### src/hw/tbj_pkg.sv
// Constants, types and register map of the 10Base-T supervision block.
// Assumes a 20 MHz hclk; every 10Base-T interval derives from it.
`default_nettype none
package tbj_pkg;
    // Clock and bit timing
    localparam int CLK_HZ = 20_000_000;
    localparam int CLK_NS = 50;
    localparam int BIT_NS = 100;
    localparam int BIT_CYC = BIT_NS / CLK_NS;
    // Long intervals in milliseconds
    localparam int JAB_MS = 20;
    localparam int UNJAB_MS = 500;
    localparam int LINK_FAIL_MS = 83;
    localparam int NLP_MS = 16;
    localparam int CYC_PER_MS = CLK_HZ / 1000;
    localparam int JAB_CYC = JAB_MS * CYC_PER_MS;
    localparam int UNJAB_CYC = UNJAB_MS * CYC_PER_MS;
    localparam int LINK_FAIL_CYC = LINK_FAIL_MS * CYC_PER_MS;
    localparam int NLP_CYC = NLP_MS * CYC_PER_MS;
    localparam int CNT_W = 24;
    // Heartbeat timing in bit times
    localparam logic [3:0] SQE_DLY_BT = 4'h8;
    localparam logic [3:0] SQE_LEN_BT = 4'hA;
    localparam int SQE_ON_CYC = int'(SQE_LEN_BT) * BIT_CYC;
    // Link and polarity thresholds
    localparam logic [3:0] LINK_NLP_MIN = 4'h8;
    localparam logic [1:0] POL_REV_MIN = 2'h2;
    // Register byte offsets
    localparam logic [3:0] OFS_CTRL = 4'h0;
    localparam logic [3:0] OFS_STAT = 4'h4;
    localparam logic [3:0] OFS_IRQ_STAT = 4'h8;
    localparam logic [3:0] OFS_IRQ_MASK = 4'hC;
    // Field positions
    localparam int CTRL_SQE_INH = 2;
    localparam int CTRL_POL_INH = 3;
    localparam int CTRL_JAB_INH = 5;
    localparam int STAT_LINK = 0;
    localparam int STAT_JAB = 2;
    localparam int STAT_POL = 14;
    localparam int IRQ_JAB = 0;
    localparam int IRQ_POL = 1;
    localparam int IRQ_LFAIL = 2;
    localparam logic [31:0] CTRL_RST = 32'h0000_0000;
    localparam logic [2:0] IRQ_RST = 3'h0;
    // Jabber and heartbeat states, Gray along the path
    typedef enum logic [1:0] {
        JAB_IDLE = 2'b00,
        JAB_TX = 2'b01,
        JAB_CUT = 2'b11
    } tbj_jab_t;
    typedef enum logic [1:0] {
        SQE_IDLE = 2'b00,
        SQE_WAIT = 2'b01,
        SQE_ON = 2'b11
    } tbj_sqe_t;
    // MII side inputs and line side outputs
    typedef struct packed {
        logic tx_en;
        logic tx_data;
        logic rx_active;
    } tbj_mii_t;
    typedef struct packed {
        logic tx_drive;
        logic tx_data;
        logic nlp_send;
        logic rx_data;
    } tbj_line_t;
endpackage
`default_nettype wire

### src/hw/tbj_supervisor.sv
// 10Base-T collision, jabber, heartbeat, link and polarity supervision.
// Assumes a single AHB-Lite master and MII/line inputs synchronous to hclk.
//
// The implementer's own choices: the placing of the registers and the AHB-Lite interface to the registers.
`default_nettype none
module tbj_supervisor #(
    parameter int JAB_CYCLES = tbj_pkg::JAB_CYC,
    parameter int UNJAB_CYCLES = tbj_pkg::UNJAB_CYC,
    parameter int LINK_FAIL_CYCLES = tbj_pkg::LINK_FAIL_CYC,
    parameter int NLP_CYCLES = tbj_pkg::NLP_CYC
) (
    input wire logic hclk,
    input wire logic hresetn,
    input wire logic hsel,
    input wire logic [31:0] haddr,
    input wire logic [1:0] htrans,
    input wire logic hwrite,
    input wire logic [2:0] hsize,
    input wire logic [31:0] hwdata,
    input wire logic hready,
    output logic hreadyout,
    output logic hresp,
    output logic [31:0] hrdata,
    input wire tbj_pkg::tbj_mii_t mii,
    input wire logic full_duplex,
    input wire logic repeater_mode,
    input wire logic mode_100,
    input wire logic autoneg_active,
    input wire logic rx_data_raw,
    input wire logic nlp_seen_pos,
    input wire logic nlp_seen_neg,
    output logic col,
    output tbj_pkg::tbj_line_t line,
    output logic irq
);
    import tbj_pkg::*;

    logic [31:0] ctrl;
    logic [2:0] irq_stat, irq_mask;
    logic jab_lh, pol_lh, link_valid, pol_rev;
    logic bit_tick, tx_en_d;
    logic [$clog2(BIT_CYC)-1:0] bit_cnt;
    tbj_jab_t jab_st;
    tbj_sqe_t sqe_st;
    logic [CNT_W-1:0] jab_cnt, lf_cnt, nlp_cnt;
    logic [3:0] sqe_cnt, nlp_seen;
    logic [1:0] rev_cnt;
    logic [4:0] sqe_on_cyc;
    logic ap_valid, ap_write;
    logic [3:0] ap_ofs;
    logic stat_rd, jab_evt, pol_evt, lf_evt, sqe_ok, pol_window;
    logic jab_on, cut;
    // Register field decode, used in the address phase for both reads and writes
    function automatic logic [3:0] reg_ofs(input logic [31:0] a);
        return a[3:0];
    endfunction
    function automatic logic is_mapped(input logic [31:0] a);
        return a[31:4] == 28'h000_0000 && a[1:0] == 2'b00;
    endfunction

    assign jab_on = !ctrl[CTRL_JAB_INH];
    assign cut = jab_st == JAB_CUT;
    // Bit-time enable: one pulse every BIT_NS of clock
    always_ff @(posedge hclk or negedge hresetn) begin
        if (!hresetn) begin
            bit_cnt <= '0;
        end else if (bit_cnt == ($bits(bit_cnt))'(BIT_CYC - 1)) begin
            bit_cnt <= '0;
        end else begin
            bit_cnt <= bit_cnt + 1'b1;
        end
    end
    assign bit_tick = bit_cnt == ($bits(bit_cnt))'(BIT_CYC - 1);
    // Bus address phase; zero wait states keep the master simple
    always_ff @(posedge hclk or negedge hresetn) begin
        if (!hresetn) begin
            ap_valid <= 1'b0;
            ap_write <= 1'b0;
            ap_ofs <= '0;
        end else if (hready) begin
            ap_valid <= hsel && htrans[1] && is_mapped(haddr);
            ap_write <= hwrite;
            ap_ofs <= reg_ofs(haddr);
        end
    end
    assign hreadyout = 1'b1;
    assign hresp = 1'b0;
    assign stat_rd = hready && hsel && htrans[1] && !hwrite &&
        is_mapped(haddr) && reg_ofs(haddr) == OFS_STAT;
    // Read data registered in the address phase; unmapped reads zero
    always_ff @(posedge hclk or negedge hresetn) begin
        if (!hresetn) begin
            hrdata <= 32'h0000_0000;
        end else if (hready) begin
            hrdata <= 32'h0000_0000;
            if (hsel && htrans[1] && !hwrite && is_mapped(haddr)) begin
                case (reg_ofs(haddr))
                    OFS_CTRL: hrdata <= ctrl;
                    OFS_STAT: begin
                        hrdata[STAT_LINK] <= link_valid;
                        hrdata[STAT_JAB] <= jab_lh;
                        hrdata[STAT_POL] <= pol_lh;
                    end
                    OFS_IRQ_STAT: hrdata[2:0] <= irq_stat;
                    OFS_IRQ_MASK: hrdata[2:0] <= irq_mask;
                    default: hrdata <= 32'h0000_0000;
                endcase
            end
        end
    end
    // Control and mask writes, taken in the data phase
    always_ff @(posedge hclk or negedge hresetn) begin
        if (!hresetn) begin
            ctrl <= CTRL_RST;
            irq_mask <= IRQ_RST;
        end else if (ap_valid && ap_write) begin
            if (ap_ofs == OFS_CTRL) begin
                ctrl <= hwdata & 32'h0000_002C;
            end
            if (ap_ofs == OFS_IRQ_MASK) begin
                irq_mask <= hwdata[2:0];
            end
        end
    end
    // Sticky interrupt bits; a new event beats a write-one clear
    always_ff @(posedge hclk or negedge hresetn) begin
        if (!hresetn) begin
            irq_stat <= IRQ_RST;
        end else begin
            for (int i = 0; i < 3; i++) begin
                if (ap_valid && ap_write && ap_ofs == OFS_IRQ_STAT &&
                    hwdata[i]) begin
                    irq_stat[i] <= 1'b0;
                end
            end
            if (jab_evt) irq_stat[IRQ_JAB] <= 1'b1;
            if (pol_evt) irq_stat[IRQ_POL] <= 1'b1;
            if (lf_evt) irq_stat[IRQ_LFAIL] <= 1'b1;
        end
    end
    assign irq = |(irq_stat & irq_mask);
    // Jabber watch: run time while transmitting, then hold off
    always_ff @(posedge hclk or negedge hresetn) begin
        if (!hresetn) begin
            jab_st <= JAB_IDLE;
            jab_cnt <= '0;
        end else begin
            case (jab_st)
                JAB_IDLE: begin
                    jab_cnt <= '0;
                    if (mii.tx_en && jab_on) jab_st <= JAB_TX;
                end
                JAB_TX: begin
                    jab_cnt <= jab_cnt + 1'b1;
                    if (!mii.tx_en || !jab_on) begin
                        jab_st <= JAB_IDLE;
                    end else if (jab_cnt == CNT_W'(JAB_CYCLES - 1)) begin
                        jab_st <= JAB_CUT;
                        jab_cnt <= '0;
                    end
                end
                JAB_CUT: begin
                    jab_cnt <= jab_cnt + 1'b1;
                    if (jab_cnt == CNT_W'(UNJAB_CYCLES - 1)) begin
                        jab_st <= JAB_IDLE;
                    end
                end
                default: jab_st <= JAB_IDLE;
            endcase
        end
    end
    assign jab_evt = jab_st == JAB_TX && mii.tx_en && jab_on &&
        jab_cnt == CNT_W'(JAB_CYCLES - 1);
    // Latched status: event wins, read lets it track the live state
    always_ff @(posedge hclk or negedge hresetn) begin
        if (!hresetn) begin
            jab_lh <= 1'b0;
            pol_lh <= 1'b0;
        end else begin
            if (jab_evt) jab_lh <= 1'b1;
            else if (stat_rd) jab_lh <= cut;
            if (pol_evt) pol_lh <= 1'b1;
            else if (stat_rd) pol_lh <= pol_rev;
        end
    end
    // Heartbeat permission: node, half duplex, link up, not inhibited
    assign sqe_ok = !repeater_mode && !full_duplex && link_valid &&
        !ctrl[CTRL_SQE_INH];
    // Heartbeat sequencer: delay then a pulse, counted in bit times
    always_ff @(posedge hclk or negedge hresetn) begin
        if (!hresetn) begin
            tx_en_d <= 1'b0;
            sqe_st <= SQE_IDLE;
            sqe_cnt <= '0;
        end else begin
            tx_en_d <= mii.tx_en;
            case (sqe_st)
                SQE_IDLE: begin
                    sqe_cnt <= '0;
                    if (tx_en_d && !mii.tx_en && sqe_ok) begin
                        sqe_st <= SQE_WAIT;
                    end
                end
                SQE_WAIT: begin
                    if (!sqe_ok) begin
                        sqe_st <= SQE_IDLE;
                    end else if (bit_tick) begin
                        sqe_cnt <= sqe_cnt + 1'b1;
                        if (sqe_cnt == SQE_DLY_BT - 1'b1) begin
                            sqe_st <= SQE_ON;
                            sqe_cnt <= '0;
                        end
                    end
                end
                SQE_ON: begin
                    if (!sqe_ok) begin
                        sqe_st <= SQE_IDLE;
                    end else if (bit_tick) begin
                        sqe_cnt <= sqe_cnt + 1'b1;
                        if (sqe_cnt == SQE_LEN_BT - 1'b1) begin
                            sqe_st <= SQE_IDLE;
                        end
                    end
                end
                default: sqe_st <= SQE_IDLE;
            endcase
        end
    end
    // Heartbeat on-time in cycles, so checks need no long repetition
    always_ff @(posedge hclk or negedge hresetn) begin
        if (!hresetn) sqe_on_cyc <= 5'h00;
        else sqe_on_cyc <= (sqe_st == SQE_ON) ? sqe_on_cyc + 5'h01 : 5'h00;
    end
    // Collision output; full duplex forces it low over every source
    always_ff @(posedge hclk or negedge hresetn) begin
        if (!hresetn) begin
            col <= 1'b0;
        end else if (full_duplex) begin
            col <= 1'b0;
        end else begin
            col <= (mii.tx_en && mii.rx_active && !cut) ||
                cut ||
                sqe_st == SQE_ON;
        end
    end
    // Link monitor: pulse count to come up, silence timer to fail
    always_ff @(posedge hclk or negedge hresetn) begin
        if (!hresetn) begin
            link_valid <= 1'b0;
            lf_cnt <= '0;
            nlp_seen <= '0;
        end else if (nlp_seen_pos || nlp_seen_neg || mii.rx_active) begin
            lf_cnt <= '0;
            if (nlp_seen != LINK_NLP_MIN) begin
                nlp_seen <= nlp_seen + {3'b000, nlp_seen_pos | nlp_seen_neg};
            end
            if (mii.rx_active || nlp_seen == LINK_NLP_MIN) begin
                link_valid <= 1'b1;
            end
        end else if (link_valid) begin
            lf_cnt <= lf_cnt + 1'b1;
            if (lf_cnt == CNT_W'(LINK_FAIL_CYCLES - 1)) begin
                link_valid <= 1'b0;
                nlp_seen <= '0;
                lf_cnt <= '0;
            end
        end
    end
    assign lf_evt = link_valid && !(nlp_seen_pos || nlp_seen_neg ||
        mii.rx_active) && lf_cnt == CNT_W'(LINK_FAIL_CYCLES - 1);
    // Polarity is judged only on idle link pulses or during negotiation
    assign pol_window = (!mode_100 && !mii.rx_active) ||
        (mode_100 && autoneg_active);
    // Polarity sense: a run of reversed pulses flips the receive data
    always_ff @(posedge hclk or negedge hresetn) begin
        if (!hresetn) begin
            pol_rev <= 1'b0;
            rev_cnt <= '0;
        end else if (ctrl[CTRL_POL_INH]) begin
            pol_rev <= 1'b0;
            rev_cnt <= '0;
        end else if (pol_window && nlp_seen_neg) begin
            if (rev_cnt != POL_REV_MIN) rev_cnt <= rev_cnt + 1'b1;
            if (rev_cnt == POL_REV_MIN - 1'b1) pol_rev <= 1'b1;
        end else if (pol_window && nlp_seen_pos) begin
            rev_cnt <= '0;
            pol_rev <= 1'b0;
        end
    end
    assign pol_evt = !ctrl[CTRL_POL_INH] && pol_window && nlp_seen_neg &&
        !nlp_seen_pos && rev_cnt == POL_REV_MIN - 1'b1;
    // Idle pulse timer keeps link pulses going when no data is sent
    always_ff @(posedge hclk or negedge hresetn) begin
        if (!hresetn) begin
            nlp_cnt <= '0;
        end else if (nlp_cnt == CNT_W'(NLP_CYCLES - 1)) begin
            nlp_cnt <= '0;
        end else begin
            nlp_cnt <= nlp_cnt + 1'b1;
        end
    end
    // Line side: transmit gate and corrected receive stream
    always_ff @(posedge hclk or negedge hresetn) begin
        if (!hresetn) begin
            line <= '0;
        end else begin
            line.tx_drive <= mii.tx_en && !cut;
            line.tx_data <= mii.tx_data && !cut;
            line.nlp_send <= (cut || !mii.tx_en) &&
                nlp_cnt == CNT_W'(NLP_CYCLES - 1);
            line.rx_data <= rx_data_raw ^ pol_rev;
        end
    end

    a_fd_col_low: assert property (@(posedge hclk) disable iff (!hresetn)
        full_duplex |=> !col) else $error("col high in full duplex");
    a_hd_col_set: assert property (@(posedge hclk) disable iff (!hresetn)
        !full_duplex && mii.tx_en && mii.rx_active |=> col)
        else $error("no collision on tx and rx");
    a_jab_cut_col: assert property (@(posedge hclk) disable iff (!hresetn)
        jab_evt |=> cut ##1 (col && !line.tx_drive) || full_duplex)
        else $error("jabber cut missing");
    a_cut_no_tx: assert property (@(posedge hclk) disable iff (!hresetn)
        cut |=> !line.tx_drive) else $error("tx leaks in cut");
    a_jab_latch: assert property (@(posedge hclk) disable iff (!hresetn)
        jab_evt |=> jab_lh) else $error("jabber flag not set");
    a_jab_inhibit: assert property (@(posedge hclk) disable iff (!hresetn)
        ctrl[CTRL_JAB_INH] && !cut |=> jab_st == JAB_IDLE)
        else $error("jabber ran while inhibited");
    a_sqe_start: assert property (@(posedge hclk) disable iff (!hresetn)
        sqe_st == SQE_IDLE && $fell(mii.tx_en) && sqe_ok
        |=> sqe_st == SQE_WAIT) else $error("heartbeat not started");
    a_sqe_block: assert property (@(posedge hclk) disable iff (!hresetn)
        !sqe_ok |=> sqe_st == SQE_IDLE)
        else $error("heartbeat while disallowed");
    a_sqe_len: assert property (@(posedge hclk) disable iff (!hresetn)
        sqe_st == SQE_ON && sqe_ok && sqe_on_cyc < 5'(SQE_ON_CYC - 1)
        |=> sqe_st == SQE_ON) else $error("heartbeat too short");
    a_pol_inh: assert property (@(posedge hclk) disable iff (!hresetn)
        ctrl[CTRL_POL_INH] |=> !pol_rev)
        else $error("polarity fixed while inhibited");
    a_pol_invert: assert property (@(posedge hclk) disable iff (!hresetn)
        pol_rev && $stable(pol_rev) |=> line.rx_data == !$past(rx_data_raw))
        else $error("rx data not inverted");
    a_link_fail: assert property (@(posedge hclk) disable iff (!hresetn)
        lf_evt |=> !link_valid ##1 irq_stat[IRQ_LFAIL])
        else $error("link fail not taken");
    a_latch_hold: assert property (@(posedge hclk) disable iff (!hresetn)
        jab_lh && !stat_rd |=> jab_lh)
        else $error("jabber flag lost before read");
endmodule
`default_nettype wire

### config.mk
export PLATFORM = sky130hd
export DESIGN_NAME = tbj_supervisor
export DESIGN_NICKNAME = d
export VERILOG_FILES = /design/src/hw/tbj_pkg.sv /design/src/hw/tbj_supervisor.sv
export SDC_FILE = /design/constraint.sdc
export NUM_CORES = 1
export LEC_CHECK = 0
export ABC_CLOCK_PERIOD_IN_PS = 2900
export BUFFER_PORTS_ARGS = -buffer_cell sky130_fd_sc_hd__clkbuf_2
export CAP_MARGIN = 0
export CORE_MARGIN = 8
export CORE_UTILIZATION = 40
export CTS_BUF_LIST = sky130_fd_sc_hd__clkbuf_4 sky130_fd_sc_hd__clkbuf_8
export CTS_CLUSTER_DIAMETER = 30
export DETAILED_ROUTE_END_ITERATION = 7
export PLACE_DENSITY = 0.72
export SYNTH_ARGS = -nofsm -noshare
export SYNTH_HDL_FRONTEND = slang
export SYNTH_SLANG_ARGS = --single-unit
### constraint.sdc
create_clock -name hclk -period 2.9 [get_ports hclk]
set_input_delay 0.58 -clock hclk [delete_from_list [all_inputs] [get_ports hclk]]
set_output_delay 0.58 -clock hclk [all_outputs]
set_load 0.005 [all_outputs]
==> metrics, run 1 <==
status complete, no violations; final setup TNS 0 ns; register bit total from synthesis between 100 and 150; Slew HR 50.3%; Net count, final 813; f_max between 0.4 and 0.5 GHz; reg2reg start jab_cnt[0]; routability congestion estimate 0.867; Internal about 2.8 mW; placed instance area around 0.0067 mm2; Switch Pwr 0.995 mW; fill count ~1400; share of power burned in the clock network between 40% and 50%; cell total after placement just over 900; grt peak-use layer met2; Routed wire per std cell roughly 15 um; startpoint types register; GRT met3 Usage under 10%; CP endpoint kind register; TritonCTS Buffers 17; ys async rst share between 90% and 100%; Max Slew Vio Count 0; Layout area overhead 14.4%; CTS tree done; global-route wire length before repair 23.4 mm; synth warn 0; Initial DRC Count approximately 360; HP Class in -> async; Post-CTS Hold Fix Bufs 0; Worst Tran Pin Value approximately 0.74 ns; post-DP HPWL 9.95 mm; First-pass DRT Iterations 4; Avg Cell Area, Syn a little under 10 um2; htree depth 4; sequential fraction of the synthesis area a little under half; Max clock buf depth 2; die area between 0.015 and 0.02 mm2; wirelength, routed 13.7 mm; CP Launch Point jab_cnt[0]; IO Count 124; num rows 45; Register-to-Register Path Depth 6; grt met1 use 18.3%; Comb pwr share a little under an eighth; Residual DRC 0; synth unique cells 58; share of post-route cells with drive strength above 1 approximately 18%; Clock Sinks around 120; Final ANT Viol Nets 0; Static Leakage ~3.2 nW; crit path max fanout 10; core box area about 0.015 mm2; Reg clk slew, reported paths about 0.080 ns; Remaining Overflow, GRT 0; final setup vio count 0; Most used DFF post-synth dfrtp_1; Post-synth EDFFs 0; port buffer count 64; vias in the first global route 4910; Place WS roughly 0.52 ns; Critical Path RT approximately 3.3 ns; Die Height ~140 um; final antenna diode count 0; largest net degree at the start of global routing 73; worst path arrival time 2.65 ns; Clock Latency Late Sink ~0.44 ns; DR vias/cell 5.30; chip width between 100 and 150 um; Post-Syn Area 0.00626 mm2; RSZ-0062 raised after global routing false; filler-free cell count of the finished design ~940; period utilization 78.5%; power density over the cells between 500 and 600 mW/mm2; Post-CTS Setup Bufs 0; RR Endpoint jab_cnt[22]; Reg2Reg Setup Slack 0.62 ns; routed via count 4989; GR Layer Usage met2 a little under a quarter; initial antenna violation count 0; area of the multi-input gates a little over 0.003 mm2; final standard cell area without fillers 0.00716 mm2; root buf cell clkbuf_8; skew final between 0.01 and 0.015 ns; # Max-Cap Violations 0; Sw Ratio between 20% and 30%; Reg power frac 47.0%; cts repair resizes 0; VDD IR-drop max roughly 0.4 mV; overall global routing resource usage between 10% and 20%; synthesized instance count roughly 640; Crit Path Category reg -> reg; worst setup margin between 0.6 and 0.7 ns; register area roughly 0.0030 mm2; Period minus WS final 2.28 ns; Initial Utilization 41.0%; Tot Pwr about 3.8 mW; Final Hold Violating Endpoints 0
## flip-flops by register name (all words and copies together) (netlist names)
register,flops
ap_ofs,4
ap_valid,1
ap_write,1
bit_cnt,1
col,1
ctrl,3
hrdata,6
irq_mask,3
irq_stat,3
jab_cnt,24
jab_lh,1
jab_st,2
lf_cnt,24
line,4
link_valid,1
nlp_cnt,24
nlp_seen,4
pol_lh,1
pol_rev,1
rev_cnt,2
sqe_cnt,4
sqe_st,2
tx_en_d,1
## cells in the mapped netlist (5+ instances only)
library cell	n	area share, %
nand2_1	57	3.4
nand2b_1	11	1.1
nor3_1	15	1.2
xnor2_1	13	1.8
mux2_2	12	2.2
a21o_1	8	0.96
and4_1	6	0.84
a31oi_1	11	1.1
nor4_1	16	1.6
o21ai_0	21	1.7
ha_1	12	2.4
mux2i_1	11	1.8
clkbuf_1	10	0.60
a21oi_1	28	2.2
nand4_1	32	3.2
buf_4	28	3.4
dfrtp_1	118	47
nand3_1	38	3.0
inv_1	23	1.4
xor2_1	29	4.1
and3_1	14	1.4
nor2_1	53	3.2
nand3b_1	5	0.60
a22o_1	9	1.3
and2_1	7	0.70
## worst max-delay path, cell delays in order, from the launching register on
cell and delay (ns):
dfrtp_1 0.41, ha_1 0.24, nand4_1 0.19, nor2_1 0.58, nand4_1 0.21, or3b_2 0.50
nand3_1 0.09
## layout by cell type (no fill, tap or decap), drive strengths merged, types with 7 or more instances in the layout
cell type	n
a21oi	28
nand4	32
mux2	12
nor3	16
a31oi	11
nor2	53
and2	7
and3	14
xor2	29
clkbuf	82
conb	28
nand2	57
clkinv	7
ha	12
mux2i	11
o21ai	21
inv	23
buf	11
nand3	38
xnor2	13
nand2b	11
a22o	9
a21o	8
nor4	18
dfrtp	118
## worst max path at each step
stage	endpoint	slack (ns)
after floorplan	jab_lh	0.81
after global placement	jab_lh	0.52
after detailed placement	jab_lh	0.52
after CTS	lf_cnt[11]	0.63
after global routing	lf_cnt[11]	0.44
final	jab_cnt[22]	0.62
## power by group through the flow
stage                     Clock (mW)  Sequential, mW  Combinational, mW
after floorplan                    0            1.80              0.335
after global placement             0            1.81              0.437
after detailed placement           0            1.81              0.456
after CTS                       1.60            1.78              0.458
after global routing            1.68            1.79              0.524
final                           1.56            1.78              0.454
## metrics by stage
step / hold WS (ns) / util (%)
after floorplan: 0.284 / -
after global placement: 0.455 / 44.2
after detailed placement: 0.459 / 44.2
after CTS: 0.0846 / 46.9
after global routing: 0.105 / 46.9
final: 0.0791 / 46.9
## layer usage
layer	vias up	part of all wire, %
met5	-	0
met4	0	1.8
met3	22	5.1
met2	140	47
met1	2421	46
li1	2406	-
## cell families after synthesis
kind of cell / synth area share, %
AOI/OAI and AO/OA: 9.47
adders and majority gates: 2.40
other: 0.120
and+or+nand+nor: 24.5
buffers and inverters: 6.14
muxes: 4.28
DFF: 47.2
xor gates and xnor gates: 5.88
## layout make-up
class | count | share of cell area [%]
clock inverter | 13 | 2.17
timing repair buffer | 74 | 5.90
clock buffer | 19 | 3.65
tap | 211 | 3.69
inverter | 23 | 1.21
sequential | 118 | 41.2
multi-input combinational | 483 | 42.2
No activity file was read; power rests on OpenSTA's default activity.
==> run 2: changes to the inputs <==
--- a/config.mk
+++ b/config.mk
@@ -5,7 +5,8 @@
 export SDC_FILE = /design/constraint.sdc
 export NUM_CORES = 1
 export LEC_CHECK = 0
-export ABC_CLOCK_PERIOD_IN_PS = 2900
+export ABC_AREA = 1
+export ABC_CLOCK_PERIOD_IN_PS = 2100
 export BUFFER_PORTS_ARGS = -buffer_cell sky130_fd_sc_hd__clkbuf_2
 export CAP_MARGIN = 0
 export CORE_MARGIN = 8
@@ -13,7 +14,7 @@
 export CTS_BUF_LIST = sky130_fd_sc_hd__clkbuf_4 sky130_fd_sc_hd__clkbuf_8
 export CTS_CLUSTER_DIAMETER = 30
 export DETAILED_ROUTE_END_ITERATION = 7
-export PLACE_DENSITY = 0.72
+export PLACE_DENSITY = 0.71
 export SYNTH_ARGS = -nofsm -noshare
 export SYNTH_HDL_FRONTEND = slang
 export SYNTH_SLANG_ARGS = --single-unit
==> constraint.sdc (replaced) <==
create_clock -name hclk -period 2.1 [get_ports hclk]
set_input_delay 0.42 -clock hclk [delete_from_list [all_inputs] [get_ports hclk]]
set_output_delay 0.42 -clock hclk [all_outputs]
set_load 0.005 [all_outputs]
==> run 2 against run 1 <==
Synthesized cell count rose by 59%. Cell area rose by 16%. Routed wire length rose by 26%. Worst hold slack improved by 0.061 ns. Sequential power rose by 34%. Sequential share of layout area fell by 5.8 points. Critical path type unchanged. Clock skew fell by 0.0055 ns. Non-clock buffer count did not move. Maximum frequency rose by 30%. Largest cell class unchanged.
==> metrics, run 2 <==
period utilization 83.3% (was 78.5%); share of post-route cells with drive strength above 1 14.3% (was 17.7%); CTS tree done (unchanged); initial antenna violation count 0 (unchanged); crit path to jab_cnt[16] (was jab_cnt[22]); crit path max fanout 7 (was 10); Max clock buf depth 2 (unchanged); share of power burned in the clock network 45.8% (was 41.1%); final setup vio count 0 (unchanged); final setup TNS 0 ns (unchanged); core box area 0.0180 mm2 (was 0.0153 mm2); synth unique cells 36 (was 58); Net count, final 1198 (was 813); reg2reg start jab_cnt[0] (unchanged); Max Slew Vio Count 0 (unchanged); synthesized instance count 1024 (was 644); TritonCTS Buffers 17 (unchanged); startpoint types register (unchanged); power density over the cells 611 mW/mm2 (was 531 mW/mm2); RSZ-0062 raised after global routing false (unchanged); Clock Sinks 118 (unchanged); cell with the most instances after synthesis nand2_1 (was dfrtp_1); share of the synthesized area in the top cell type 40.1% (was 47.2%); Final Hold Violating Endpoints 0 (unchanged); Residual DRC 0 (unchanged); Layout area overhead 13.1% (was 14.4%); overall global routing resource usage 15.7% (was 14.3%); crit-path cells ha_1, nand2_2, nor2_4, nand2_2, nor2_2, nand2_1, xor2_1, nand2_1, nand2_1 (was ha_1, nand4_1, nor2_1, nand4_1, or3b_2, nand3_1); port buffer count 64 (unchanged); largest net degree at the start of global routing 64 (was 73); Reg power frac 46.9% (was 47.0%); Comb pwr share 7.3% (was 12.0%); CP endpoint kind register (unchanged); Sw Ratio 24.4% (was 26.2%); die area 0.0230 mm2 (was 0.0199 mm2); most used cell, CP nand2_1 (was nand4_1); fill count 1775 (was 1423); Routed wire per std cell 12.9 um (was 14.6 um); # Max-Cap Violations 0 (unchanged); placed instance area 0.00789 mm2 (was 0.00675 mm2); met3 routed WL 1.18 mm (was 694 um); IO Count 124 (unchanged); Worst path max stage delay 0.46 ns (was 0.58 ns); global-route wire length before repair 29.1 mm (was 23.4 mm); register bit total from synthesis 118 (unchanged); VDD IR-drop max 0.403 mV (was 0.398 mV); Die Height 152 um (was 141 um); Register-to-Register Path Depth 9 (was 6); synth warn 0 (unchanged); Initial DRC Count 546 (was 355); vias in the first global route 6222 (was 4910); Final ANT Viol Nets 0 (unchanged); final standard cell area without fillers 0.00834 mm2 (was 0.00716 mm2); sequential fraction of the synthesis area 40.1% (was 47.2%); Period minus WS final 1.75 ns (was 2.28 ns); f_max 0.571 GHz (was 0.439 GHz); skew final 0.00748 ns (was 0.0130 ns); Reg2Reg Setup Slack 0.35 ns (was 0.62 ns); post-DP HPWL 13.3 mm (was 9.95 mm); Post-synth EDFFs 0 (unchanged); HP Class in -> reg (was in -> async); HP Start mii[2]; First-pass DRT Iterations 4 (unchanged); Reg clk slew, reported paths 0.07 ns (was 0.08 ns); dominant cells by area after synthesis dfrtp_1 40%, nand2_1 14%, nor2_1 8.0% (was dfrtp_1 47%, xor2_1 4.1%, nand2_1 3.4%); RR Endpoint jab_cnt[16] (was jab_cnt[22]); CP Launch Point jab_cnt[0] (unchanged); Regs by FF count jab_cnt (24), lf_cnt (24), nlp_cnt (24) (unchanged); worst path arrival time 2.09 ns (was 2.65 ns); Critical Path RT 2.44 ns (was 3.27 ns); Crit Path Category reg -> reg (unchanged); Slowest-stage cell, CP dfrtp_1 (was nor2_1); WL met1 8.07 mm (was 6.32 mm); routability congestion estimate 0.911 (was 0.867); chip width 152 um (was 141 um); root buf cell clkbuf_8 (unchanged); top sig layer met4 (unchanged); DR vias/cell 4.90 (was 5.30); routed via count 6588 (was 4989); Remaining Overflow, GRT 0 (unchanged); Slew HR 58.2% (was 50.3%); synth cell count leaders 267 x nand2_1, 158 x nor2_1, 119 x inv_1, 118 x dfrtp_1, 71 x nand3_1 (was 118 x dfrtp_1, 57 x nand2_1, 53 x nor2_1, 38 x nand3_1, 32 x nand4_1); metal2 WL 7.77 mm (was 6.46 mm); Static Leakage 4.01 nW (was 3.24 nW); Most used DFF post-synth dfrtp_1 (unchanged); most common cell after layout, fill and taps aside nand2_1 (was dfrtp_1); ys async rst share 100% (unchanged); Avg Cell Area, Syn 7.20 um2 (was 9.72 um2); num rows 49 (was 45); Switch Pwr 1.24 mW (was 0.995 mW); status complete, no violations (unchanged); Post-Syn Area 0.00737 mm2 (was 0.00626 mm2); final antenna diode count 0 (unchanged); Worst Tran Pin Value 0.625 ns (was 0.739 ns); most frequent cells in the layout 267 x nand2_1, 158 x nor2_1, 119 x inv_1 (was 118 x dfrtp_1, 63 x clkbuf_2, 57 x nand2_1); cell taking the most area after synthesis dfrtp_1 (unchanged); Internal 3.85 mW (was 2.81 mW); Clock Latency Late Sink 0.44 ns (about the same); wirelength, routed 17.3 mm (was 13.7 mm); Initial Utilization 40.9% (was 41.0%); htree depth 4 (unchanged)
[run 2: changes by cell type after synthesis, sizes merged, moves of 11 or more]
cell,before,now
nand2,57,276
nor2,53,179
inv,23,127
nand3,38,75
o21ai,21,50
nand4,32,51
a21oi,28,11
and3,14,0
nor4,18,5
mux2,12,0
a31oi,11,0
nand2b,11,0
[run 2: how the worst min path moves through the flow]
stage	to	slack [ns]	depth (start not counted)
4_1_cts	tx_en_d	0.11	1
3_3_place_gp	bit_cnt	0.41	1
2_1_floorplan	ap_ofs[0]	0.12	0
6_report	tx_en_d	0.14	1
3_5_place_dp	bit_cnt	0.41	1
5_1_grt	tx_en_d	0.11	1
[run 2: cell type report]
type	count	area, um2	area share (%)
sequential	118	2950	35.4
clock inverter	12	175	2.10
clock buffer	20	269	3.23
tap	229	287	3.44
inverter	127	477	5.72
timing repair buffer	74	425	5.10
multi-input combinational	764	3750	45.0
[run 2: through the flow]
step | utilization (%) | hold WS, ns | std cells | worst slack (ns) | power, mW
floorplan | - | 0.124 | 1050 | 0.571 | 2.67
global placement | 43.8 | 0.408 | 1311 | 0.366 | 2.79
detailed placement | 43.8 | 0.409 | 1311 | 0.318 | 2.80
CTS | 46.3 | 0.107 | 1344 | 0.357 | 5.16
global route | 46.3 | 0.111 | 1344 | 0.189 | 5.34
finish | 46.3 | 0.140 | 1344 | 0.350 | 5.09
[run 2: what timing repair did]
action / in CTS / in global routing
hold buffers: 1 / 0
gates resized for setup: 0 / 0
endpoints found under the hold margin: 118 / 0
buffers inserted: 0 / 0
[run 2: power groups by stage]
| stage | Combinational [mW] | Clock, mW | Sequential [mW] |
|---|---|---|---|
| 2_1_floorplan | 0.246 | 0 | 2.42 |
| 6_report | 0.372 | 2.33 | 2.39 |
| 3_3_place_gp | 0.365 | 0 | 2.43 |
| 3_5_place_dp | 0.373 | 0 | 2.43 |
| 4_1_cts | 0.377 | 2.39 | 2.39 |
| 5_1_grt | 0.446 | 2.50 | 2.40 |
[run 2: cells by family after synthesis]
logic type	after synthesis	share of synthesized area, %
xor+xnor	39	4.63
buf+inv	168	10.3
compound gates	69	4.96
simple gates	615	37.7
flops	118	40.1
mux	1	0.136
other cells	2	0.102
fa+ha+maj	12	2.04
[run 2: per-layer routing]
layer | up-vias | track usage (%)
li1 | 3383 | -
met3 | 25 | 3.21
met1 | 2985 | 20.6
met2 | 195 | 24.7
met4 | 0 | 7.01
met5 | - | 0
[run 2: worst max-delay path, delay by kind of cell (launching register included)]
family	cells	cell delay, ns
flip-flops	1	0.46
AND/OR/NAND/NOR	7	0.81
XOR/XNOR	1	0.15
adder cells (fa/ha/maj)	1	0.22
